===== src/ipm_pkg.sv =====
package ipm_pkg;
  // ---------------------------------------------------------------
  // register indices (byte address is four times the index)
  // ---------------------------------------------------------------
  localparam logic [7:0]  PWR_CTRL_IDX  = 8'h87;
  localparam logic [7:0]  PRIO_EXT_IDX  = 8'hB7;
  localparam logic [7:0]  PRIO_MAIN_IDX = 8'hB8;
  localparam int          ADDR_W        = 12;
  localparam logic [7:0]  PWR_CTRL_RST  = 8'h00;
  localparam logic [7:0]  PRIO_RST      = 8'h00;
  localparam logic [7:0]  PRIO_MAIN_MSK = 8'h3F;
  localparam logic [7:0]  PRIO_EXT_MSK  = 8'h13;
  // power control fields
  localparam int PC_IDLE = 0;
  localparam int PC_PD   = 1;
  // ---------------------------------------------------------------
  // sources in polling order, highest first
  // ---------------------------------------------------------------
  localparam int N_SRC = 9;
  localparam int SRC_W = 4;
  // priority bit position of each source, with its register
  localparam int         PRIO_POS [N_SRC] = '{0, 4, 1, 1, 2, 3, 0, 4, 5};
  localparam logic [8:0] PRIO_IN_EXT      = 9'h04A;
  localparam logic [15:0] VECTOR [N_SRC] = '{16'h0003, 16'h004B, 16'h000B,
                                            16'h0043, 16'h0013, 16'h001B,
                                            16'h0033, 16'h0023, 16'h002B};
  localparam int RESTART_CYCLES = 3;
  localparam int LVL_LO = 0;
  localparam int LVL_HI = 1;

  typedef struct packed {
    logic uart_baud_doubler;
    logic second_uart_baud_doubler;
    logic low_voltage_reset_disable;
    logic adc_interrupt_enable;
    logic uart2_receive_clock_sel;
    logic uart2_transmit_clock_sel;
    logic power_down_request;
    logic sleep_request;
  } ipm_pwr_ctrl_s;

  typedef struct packed {
    logic            valid;
    logic            level;
    logic [SRC_W-1:0] src;
  } ipm_grant_s;
endpackage : ipm_pkg


===== src/ipm_ctrl.sv =====
`timescale 1ns/1ps
// How it works
// latch flags at sample phase, poll next cycle
// call vector unless equal/higher level active
// call only on instruction's final cycle
// no call during return_from_interrupt or priority/enable access
// denied requests are not remembered
// push pc, not status word, load vector
// fixed vector address per source
// return_from_interrupt clears active level in-progress state
// plain return keeps in-progress state set
// main priority register bits five to zero
// extra priority register bits four, one, zero
// idle bit halts cpu, peripherals run
// idle preserves all cpu state
// enabled interrupt clears idle, gets serviced
// external reset held two machine cycles
// internal reset restarts after three cycles
// power-down halts clock, disables peripherals
// only reset leaves power-down
// power control at 87, reset 00, fields
// bits three, two are uart2 clock flags
// high preempts low, high never preempted
// fixed polling order within a level
// idle plus power-down written gives power-down
module ipm_ctrl #(
  parameter int P_NSRC    = ipm_pkg::N_SRC,
  parameter int P_RESTART = ipm_pkg::RESTART_CYCLES
) (
  input  wire logic                      i_ref_clk,
  input  wire logic                      i_resetn,
  input  wire logic                      psel,
  input  wire logic                      penable,
  input  wire logic                      pwrite,
  input  wire logic [ipm_pkg::ADDR_W-1:0] paddr,
  input  wire logic [31:0]               pwdata,
  output logic [31:0]                    prdata,
  output logic                           pready,
  output logic                           pslverr,
  input  wire logic [P_NSRC-1:0]         i_req,
  input  wire logic                      i_sample_phase,
  input  wire logic                      i_cycle_end,
  input  wire logic                      i_last_cycle,
  input  wire logic                      i_instr_return_from_interrupt,
  input  wire logic                      i_instr_ret,
  input  wire logic                      i_prio_en_access,
  input  wire logic                      i_int_reset,
  input  wire logic [15:0]               i_pc,
  output logic                           o_call,
  output logic [15:0]                    o_vector,
  output logic [15:0]                    o_push_pc,
  output logic                           o_save_psw,
  output logic [1:0]                     o_in_progress,
  output logic                           o_cpu_halt,
  output logic                           o_clk_halt,
  output logic                           o_periph_off,
  output logic                           o_core_hold,
  output ipm_pkg::ipm_pwr_ctrl_s          o_pwr_ctrl
);
  // ---------------------------------------------------------------
  // elaboration checks
  // ---------------------------------------------------------------
  if (P_NSRC != ipm_pkg::N_SRC) begin : g_bad_nsrc
    $error("source count must match vector table");
  end
  if (P_RESTART < 1 || P_RESTART > 7) begin : g_bad_rst
    $error("restart count out of range");
  end

  // ---------------------------------------------------------------
  // registers
  // ---------------------------------------------------------------
  ipm_pkg::ipm_pwr_ctrl_s  pwr_ff;
  logic [7:0]              prio_main_ff;
  logic [7:0]              prio_ext_ff;
  logic [31:0]             rdata_ff;
  logic [P_NSRC-1:0]       sample_ff;
  logic [P_NSRC-1:0]       poll_ff;
  logic [1:0]              inprog_ff;
  logic                    call_ff;
  logic [15:0]             vector_ff;
  logic [15:0]             push_pc_ff;
  logic [2:0]              hold_cnt_ff;
  ipm_pkg::ipm_grant_s     grant;
  logic [P_NSRC-1:0]       prio_vec;
  logic [7:0]              idx;
  logic                    mapped;
  logic                    wr_en;
  logic                    boundary;
  logic                    take;
  logic [7:0]              wbyte;
  ipm_pkg::ipm_pwr_ctrl_s  nxt_pwr;

  assign idx    = paddr[9:2];
  assign mapped = (paddr[ipm_pkg::ADDR_W-1:10] == '0) && (paddr[1:0] == 2'b00) &&
                  (idx == ipm_pkg::PWR_CTRL_IDX || idx == ipm_pkg::PRIO_EXT_IDX ||
                   idx == ipm_pkg::PRIO_MAIN_IDX);
  assign wr_en  = psel && penable && pwrite && mapped;
  assign wbyte  = pwdata[7:0];

  // ---------------------------------------------------------------
  // apb slave: zero wait states, read data fetched in setup
  // ---------------------------------------------------------------
  assign pready  = 1'b1;
  assign pslverr = psel && penable && !mapped;
  assign prdata  = rdata_ff;

  always_ff @(posedge i_ref_clk) begin
    if (!i_resetn) begin
      rdata_ff <= 32'h0000_0000;
    end else if (psel && !penable) begin
      rdata_ff <= 32'h0000_0000;
      if (mapped && idx == ipm_pkg::PWR_CTRL_IDX) begin
        rdata_ff[7:0] <= pwr_ff;
      end
      if (mapped && idx == ipm_pkg::PRIO_MAIN_IDX) begin
        rdata_ff[7:0] <= prio_main_ff & ipm_pkg::PRIO_MAIN_MSK;
      end
      if (mapped && idx == ipm_pkg::PRIO_EXT_IDX) begin
        rdata_ff[7:0] <= prio_ext_ff & ipm_pkg::PRIO_EXT_MSK;
      end
    end
  end

  // ---------------------------------------------------------------
  // priority registers
  // ---------------------------------------------------------------
  always_ff @(posedge i_ref_clk) begin
    if (!i_resetn) begin
      prio_main_ff <= ipm_pkg::PRIO_RST;
      prio_ext_ff  <= ipm_pkg::PRIO_RST;
    end else if (wr_en) begin
      if (idx == ipm_pkg::PRIO_MAIN_IDX) begin
        prio_main_ff <= wbyte & ipm_pkg::PRIO_MAIN_MSK;
      end
      if (idx == ipm_pkg::PRIO_EXT_IDX) begin
        prio_ext_ff <= wbyte & ipm_pkg::PRIO_EXT_MSK;
      end
    end
  end

  // ---------------------------------------------------------------
  // power control
  // ---------------------------------------------------------------
  always_comb begin
    nxt_pwr = pwr_ff;
    if (take || i_int_reset) begin
      nxt_pwr.sleep_request = 1'b0;
    end
    if (i_int_reset) begin
      nxt_pwr.power_down_request = 1'b0;
    end
    // a software write wins over the hardware idle clear
    if (wr_en && idx == ipm_pkg::PWR_CTRL_IDX) begin
      nxt_pwr = ipm_pkg::ipm_pwr_ctrl_s'(wbyte);
      // once down only reset releases the bit
      // an internal reset in the same cycle still releases power-down unless the written byte sets the bit
      nxt_pwr.power_down_request = wbyte[ipm_pkg::PC_PD] |
                                   (pwr_ff.power_down_request & !i_int_reset);
      if (wbyte[ipm_pkg::PC_PD]) begin
        nxt_pwr.sleep_request = 1'b0;
      end
    end
  end

  always_ff @(posedge i_ref_clk) begin
    if (!i_resetn) begin
      pwr_ff <= ipm_pkg::ipm_pwr_ctrl_s'(ipm_pkg::PWR_CTRL_RST);
    end else begin
      pwr_ff <= nxt_pwr;
    end
  end

  // halting the cpu leaves its state untouched; nothing here resets it
  assign o_cpu_halt   = pwr_ff.sleep_request | pwr_ff.power_down_request;
  assign o_clk_halt   = pwr_ff.power_down_request;
  assign o_periph_off = pwr_ff.power_down_request;
  assign o_pwr_ctrl   = pwr_ff;

  // ---------------------------------------------------------------
  // restart delay after internal reset
  // ---------------------------------------------------------------
  always_ff @(posedge i_ref_clk) begin
    if (!i_resetn) begin
      hold_cnt_ff <= 3'h0;
    end else if (i_int_reset) begin
      hold_cnt_ff <= 3'(P_RESTART);
    end else if (i_cycle_end && hold_cnt_ff != 3'h0) begin
      hold_cnt_ff <= hold_cnt_ff - 3'h1;
    end
  end
  assign o_core_hold = (hold_cnt_ff != 3'h0);

  // ---------------------------------------------------------------
  // flag sampling and polling
  // ---------------------------------------------------------------
  always_ff @(posedge i_ref_clk) begin
    if (!i_resetn) begin
      sample_ff <= '0;
      poll_ff   <= '0;
    end else begin
      if (i_sample_phase) begin
        sample_ff <= i_req;
      end
      // poll_ff is rebuilt every cycle, so a denial leaves no trace
      if (i_cycle_end) begin
        poll_ff <= sample_ff;
      end
    end
  end

  // priority bit per source from the two registers
  for (genvar g = 0; g < P_NSRC; g++) begin : g_prio
    assign prio_vec[g] = ipm_pkg::PRIO_IN_EXT[g] ?
                         prio_ext_ff[ipm_pkg::PRIO_POS[g]] :
                         prio_main_ff[ipm_pkg::PRIO_POS[g]];
  end

  // high level first, then polling order inside the level
  always_comb begin
    grant = '0;
    for (int i = P_NSRC - 1; i >= 0; i--) begin
      if (poll_ff[i] && !prio_vec[i] && inprog_ff == 2'b00) begin
        grant.valid = 1'b1;
        grant.level = 1'b0;
        grant.src   = ipm_pkg::SRC_W'(i);
      end
    end
    for (int i = P_NSRC - 1; i >= 0; i--) begin
      if (poll_ff[i] && prio_vec[i] && !inprog_ff[ipm_pkg::LVL_HI]) begin
        grant.valid = 1'b1;
        grant.level = 1'b1;
        grant.src   = ipm_pkg::SRC_W'(i);
      end
    end
  end

  // a halted cpu sits on an instruction boundary
  assign boundary = i_last_cycle || pwr_ff.sleep_request;
  assign take = i_cycle_end && boundary && grant.valid && !i_instr_return_from_interrupt &&
                !i_prio_en_access && !pwr_ff.power_down_request &&
                !o_core_hold && !i_int_reset;

  // ---------------------------------------------------------------
  // vector call and in-progress tracking
  // ---------------------------------------------------------------
  always_ff @(posedge i_ref_clk) begin
    if (!i_resetn) begin
      call_ff    <= 1'b0;
      vector_ff  <= 16'h0000;
      push_pc_ff <= 16'h0000;
    end else begin
      call_ff <= take;
      if (take) begin
        vector_ff  <= ipm_pkg::VECTOR[grant.src];
        push_pc_ff <= i_pc;
      end
    end
  end

  always_ff @(posedge i_ref_clk) begin
    if (!i_resetn || i_int_reset) begin
      inprog_ff <= 2'b00;
    end else if (take) begin
      inprog_ff[grant.level] <= 1'b1;
    end else if (i_cycle_end && i_instr_return_from_interrupt) begin
      // plain return (i_instr_ret) deliberately leaves this alone
      if (inprog_ff[ipm_pkg::LVL_HI]) begin
        inprog_ff[ipm_pkg::LVL_HI] <= 1'b0;
      end else begin
        inprog_ff[ipm_pkg::LVL_LO] <= 1'b0;
      end
    end
  end

  assign o_call        = call_ff;
  assign o_vector      = vector_ff;
  assign o_push_pc     = push_pc_ff;
  assign o_save_psw    = 1'b0;
  assign o_in_progress = inprog_ff;
endmodule : ipm_ctrl


===== config.mk =====
export PLATFORM = sky130hd
export DESIGN_NAME = ipm_ctrl
export DESIGN_NICKNAME = d
export VERILOG_FILES = /design/src/ipm_pkg.sv /design/src/ipm_ctrl.sv
export SDC_FILE = /design/constraint.sdc
export NUM_CORES = 1
export LEC_CHECK = 0
export BUFFER_PORTS_ARGS = -buffer_cell sky130_fd_sc_hd__buf_2
export CAP_MARGIN = 20
export CORE_UTILIZATION = 50
export CTS_CLUSTER_DIAMETER = 50
export DETAILED_ROUTE_END_ITERATION = 12
export PLACE_DENSITY_LB_ADDON = 0.3
export SETUP_SLACK_MARGIN = 0.5
export SYNTH_ARGS = -nofsm -noshare
export SYNTH_HDL_FRONTEND = slang
export SYNTH_SLANG_ARGS = --single-unit

===== constraint.sdc =====
create_clock -name i_ref_clk -period 4.2 [get_ports i_ref_clk]
set_clock_uncertainty 0.1 [all_clocks]
set_input_delay 0.21 -clock i_ref_clk [delete_from_list [all_inputs] [get_ports i_ref_clk]]
set_output_delay 0.21 -clock i_ref_clk [all_outputs]
set_load 0.01 [all_outputs]

---- Yosys cells after proc, flatten, opt, wreduce, memory -nomap -nowiden ----
Memories as Yosys holds them, arrays and structs flattened. A register that Yosys moved wholly into a read port is not among the register bits.
Cells that the tools add are included.
Widths: inputs -> output; s select.
word-level totals
  bits in registers ....................... 65
  memories ................................ 1
  memory bits (read-only) ................. 256
  latch bits .............................. 0
  input port bits ......................... 81
  RAM bits ................................ 0
cells by class
  multiplexer cells ....................... 32
  bitwise operators ....................... 6
  $mul .................................... 0
  add/sub/neg operators ................... 1
  reductions and logical operators ........ 93
  order comparisons ....................... 2
  eq/ne operators ......................... 4
  shifts and indexed selects .............. 0
  divide/modulo/power cells ............... 0
memory list
  memory            depth  width  read ports  clocked after memory_dff  write ports  RTL line         text
  (name not given)  16     16     1           1                         0            ipm_ctrl.sv:255  vector_ff <= ipm_pkg::VECTOR[grant.src];
operators with widths
  cell                 count
  $mux 6               18
  $logic_and 1x1->1    57
  $eq 8x8->1 const B   3
  $mux 8               3
  $logic_not 1->1      19
  $mux 2               5
  $reduce_bool 2->1    4
  $logic_not 2->1      3
  $reduce_and 2->1     3
  $logic_or 1x1->1     5
  $mux 1               5
  $not 4->5            1
  $reduce_bool 3->1    1
  $sub 3x1->3 const B  1
  $lt 1x2->1 const B   1
  $ne 2x1->1 const B   1
  $or 1x1->1           2
  $or 2x2->2           1
  $reduce_or 2->1      1
  $and 1x1->1          1
  $demux 1 s1          1
  $ge 1x1->1 const B   1
  $not 1->1            1

---- Depth between registers and ports, before layout ----
  depth in word-level cells ............... 30
  mapped depth ............................ 11
  depth with buffers taken out ............ 10

---- Worst setup path after synthesis ----
Ideal clock, no wire load.
  path kind ............................... flip-flop to flip-flop
  start point ............................. register inprog_ff[1], in the netlist o_in_progress[1]
  end point ............................... register vector_ff[3], in the netlist o_vector[3]
  period minus slack after synthesis ...... 2.472 ns
  stages on the path, launching flop included .. 9
  setup slack ............................. 1.728 ns
  arrival ................................. 2.280 ns
  path through ............................ dfxtp_1 -> clkbuf_1 -> a2111oi_0 -> o311a_1 -> o21ai_1 -> or2_2 -> ha_1 -> nor2b_1 -> o32ai_1
on the way
  cells in the longest elaborated chain, start to end .. 26
  elaborated cells between the ends (all ways) .. 45
ends and longest elaborated chain
  element                          RTL line         text
  start, declared                  ipm_ctrl.sv:79   logic [1:0] inprog_ff;
  start signal, assigned           ipm_ctrl.sv:263  inprog_ff <= 2'b00;
  start signal, assigned by index  ipm_ctrl.sv:265  inprog_ff[grant.level] <= 1'b1;
  start signal, assigned by index  ipm_ctrl.sv:269  inprog_ff[ipm_pkg::LVL_HI] <= 1'b0;
  $logic_not 2->1                  ipm_ctrl.sv:223  if (poll_ff[i] && !prio_vec[i] && inprog_ff == 2'b00) begin
  $logic_and 1x1->1                ipm_ctrl.sv:223
  $mux 6 (9 in series)             ipm_ctrl.sv:223
  $mux 6 (8 in series)             ipm_ctrl.sv:230  if (poll_ff[i] && prio_vec[i] && !inprog_ff[ipm_pkg::LVL_HI]) begin
  $mux 6 (*)                       ipm_ctrl.sv:230
  $logic_and 1x1->1 (3 in series)  ipm_ctrl.sv:240  assign take = i_cycle_end && boundary && grant.valid && !i_instr_return_from_interrupt &&
  $logic_and 1x1->1 (2 in series)  ipm_ctrl.sv:241  !i_prio_en_access && !pwr_ff.power_down_request &&
  $logic_and 1x1->1                ipm_ctrl.sv:242  !o_core_hold && !i_int_reset;
  end, declared                    ipm_ctrl.sv:81   logic [15:0] vector_ff;
Mark *: on every way between the ends. The rest lies on a longest branch, timed or not.
A chain may end at the register's enable or synchronous reset.

---- Worst setup path in the final report ----
  start point ............................. register prio_main_ff[0]
  end point ............................... register vector_ff[3], in the netlist o_vector[3]
on the way
  cells in the longest elaborated chain, start to end .. 19
  elaborated cells between the ends (all ways) .. 22
ends and longest elaborated chain
  element                          RTL line         text
  start, declared                  ipm_ctrl.sv:74   logic [7:0] prio_main_ff;
  start signal, assigned           ipm_ctrl.sv:130  prio_main_ff <= ipm_pkg::PRIO_RST;
  start signal, assigned           ipm_ctrl.sv:134  prio_main_ff <= wbyte & ipm_pkg::PRIO_MAIN_MSK;
  $logic_not 1->1                  ipm_ctrl.sv:223
  $logic_and 1x1->1 (2 in series)  ipm_ctrl.sv:223
  $mux 6                           ipm_ctrl.sv:223
  $mux 6 (8 in series)             ipm_ctrl.sv:230
  $mux 6 (*)                       ipm_ctrl.sv:230
  $logic_and 1x1->1 (3 in series)  ipm_ctrl.sv:240
  $logic_and 1x1->1 (2 in series)  ipm_ctrl.sv:241
  $logic_and 1x1->1                ipm_ctrl.sv:242
Marked as above.

==> impl_metrics.ini <==
[synth]
ys_ff_latch = 70
ys_warn_count = 0
synth_edf_count = 0
async_reset_ff_share_pct = 0
netlist_area_um2 = 3583
ys_seq_area_share_pct = 39.11
synth_area_per_cell_um2 = 9.556
synth_cell_types = 54
netlist_instances = 375
ys.flop_type = dfxtp_1

[timing]
fmax_mhz = 354.9
maxSlewHeadroom_pct = 34.97
period_minus_slack_ps = 2817
finalSetupTns_ps = 0
max_slew.worst_pin.slew_ps = 966.6
fin_ws_ps = 1383
finalHoldViolCount = 0
rsz0062_at_grt = no
setup_viol = 0
slew_viol_final = 0
period_share_pct = 67.08

[setup_path]
cp_cell_sequence = nor2b_1, a2111oi_0, a31oi_1, a221oi_1, ha_1, nor2b_1, o32ai_1
rr_startpoint = prio_main_ff[0]$_SDFFE_PN0P_
crit_family = compound AO/OA/AOI/OAI gates
end_kind = flip-flop
startpoint = prio_main_ff[0]$_SDFFE_PN0P_
crit_buf_inv = 0
crit_arrival_ps = 2970
critPathRequiredTime_ps = 4350
cpPeakStageDelay_ps = 750
critPathSlowestCell = a2111oi_0
startpoint_type = flip-flop
cp_max_fo = 5
cpMostUsedCell = nor2b_1
critPathKind = reg2reg

[layout]
syn_to_final_growth_pct = 17.32
final_common_cell = buf_2
num-nets-final = 553
fin_area_um2 = 4204
diodes = 0
final_cell_mix = buf_2, dfxtp_1, nor2b_1
drive_above_1_share_pct = 26.64

[drt]
drt-pass1-iter-count = 4
wire_per_inst_um = 12.81
via_count = 2841
ant_nets = 0
drc = 0
wl_mm = 7.289
drt_iter0_markers = 152
viasPerCell = 4.993

[grt]
grt_max_degree = 69
antenna_found_initial = 0
grtUsageTotal_pct = 19.43
grt_pass1_vias = 2396
grt_pass1_wl_mm = 11.25
overflow = 0

[pwr]
p_leak_nw = 1.849
p_per_area_nw_per_um2 = 338.3
ir_drop_mv = 0.2464

[die]
die_x_um = 86.66
dieArea_um2 = 7509
rows = 30
ios = 163
coreArea_um2 = 6869
die-height_um = 86.66
start_util_pct = 52.17

[clock_tree]
cts_setup_buffers = 0
cts_resized = 0
cts_sinks = 70
cts_buffer_depth = 2
cts_tree = yes
htreeDepth = 3
cts_root_buf = clkbuf_8
clock_latency_ps = 340
clkTransAtPathRegs_ps = 70
cts_made_buffers = 9
holdBufCountCts = 0

[place]
port_buffers = 101
place.gp.congestion = 0.8269
place_area_um2 = 3989
preCtsSetupSlack_ps = 1421
dp_hpwl_mm = 5.421

[run_status]
outcome = finished, final reports clean

[hold_path]
hold_start = pwdata[6]
hold_path_class = in2reg

[job]
maxCapViolCount = 0
==> per-layer routing <==
| layer | part of all wire (%) | vias to the layer above | global-route usage, % |
|---|---|---|---|
| met1 | 47 | 1297 | 25.64 |
| met5 | 0 | - | 0 |
| met2 | 46 | 119 | 30.01 |
| met4 | 1.4 | 0 | 8.636 |
| met3 | 6.0 | 8 | 4.952 |
| li1 | - | 1417 | - |
==> cells in the mapped netlist (2+ instances only) <==
cell type,n,share of area (%)
a21boi_0,2,0.42
a21oi_1,5,0.70
a221oi_1,4,0.98
a222oi_1,3,0.84
a31oi_1,2,0.35
a41oi_1,3,0.73
buf_2,2,0.28
buf_4,40,8.4
clkbuf_1,11,1.2
conb_1,2,0.21
dfxtp_1,70,39
ha_1,4,1.4
inv_1,5,0.52
mux2i_1,50,14
nand2_1,28,2.9
nand2b_1,5,0.87
nand3_1,6,0.84
nand3b_1,4,0.84
nand4b_1,2,0.49
nor2_1,11,1.2
nor2b_1,64,11
nor3_1,7,0.98
nor3b_1,3,0.63
nor4_1,2,0.35
o211a_1,4,1.1
o21a_1,2,0.42
o21ai_0,2,0.28
o21bai_1,2,0.42
or2_2,2,0.35
or3_1,3,0.52
or4b_1,2,0.56
==> sequential cells by signal, summed over array words and instances (netlist names) <==
signal         flops
hold_cnt_ff        3
prio_main_ff       6
o_call             1
prdata             8
o_clk_halt         1
prio_ext_ff        3
o_push_pc         16
poll_ff            9
sample_ff          9
o_vector           5
o_in_progress      2
o_pwr_ctrl         7
==> area by class of cell <==
class | instances | area (µm²)
clock inverter | 4 | 70.07
fill | 628 | 2665
timing repair buffer | 102 | 513.0
clock buffer | 12 | 145.1
sequential | 70 | 1401
tap | 96 | 120.1
inverter | 6 | 22.52
multi-input combinational | 279 | 1932
==> kinds of logic (layout without fill, tap and decap cells) <==
logic type                 after synthesis  in the layout  synth area share, %
and+or+nand+nor                        143            143                23.18
DFF                                     70             70                39.11
buffers and inverters                   60            124                10.54
muxes                                   50             50                13.97
AOI/OAI and AO/OA                       44             44                11.10
adders and majority gates                4              4                1.397
other                                    2             36               0.2096
xor gates and xnor gates                 2              2               0.4889
==> power breakdown <==
group,switching [W],internal [W]
Clock,0.000237,0.000349
Sequential,0.00000945,0.000678
Combinational,0.0000807,0.0000680
Total,0.000327,0.00110
==> worst register-to-register path, cell delays in order (launching register included) <==
cell,delay (ps)
dfxtp_1,400
nor2b_1,120
a2111oi_0,750
a31oi_1,210
a221oi_1,490
ha_1,330
nor2b_1,130
o32ai_1,200
==> metrics by stage <==
stage / total power [W] / util [%] / hold WS (ps) / std cells
detailed placement: 0.0008505 / 58.07 / 342.5 / 553
floorplan: 0.0008256 / - / 233.8 / 409
CTS: 0.001439 / 61.20 / 7.216 / 569
finish: 0.001422 / 61.20 / 24.12 / 569
global route: 0.001482 / 61.20 / 16.97 / 569
global placement: 0.0008472 / 58.07 / 336.9 / 553
==> worst paths after layout <==
| kind | end | slack (ps) | depth (start not counted) |
|---|---|---|---|
| max | o_vector[3]$_SDFFE_PN0P_ | 1380 | 7 |
| min | o_pwr_ctrl[6]$_SDFFE_PN0P_ | 20 | 3 |
| max reg2reg | o_vector[3]$_SDFFE_PN0P_ | 1380 | 7 |
| min reg2reg | o_vector[5]$_SDFFE_PN0P_ | 350 | 2 |
Power figures use the tool's default switching activity.
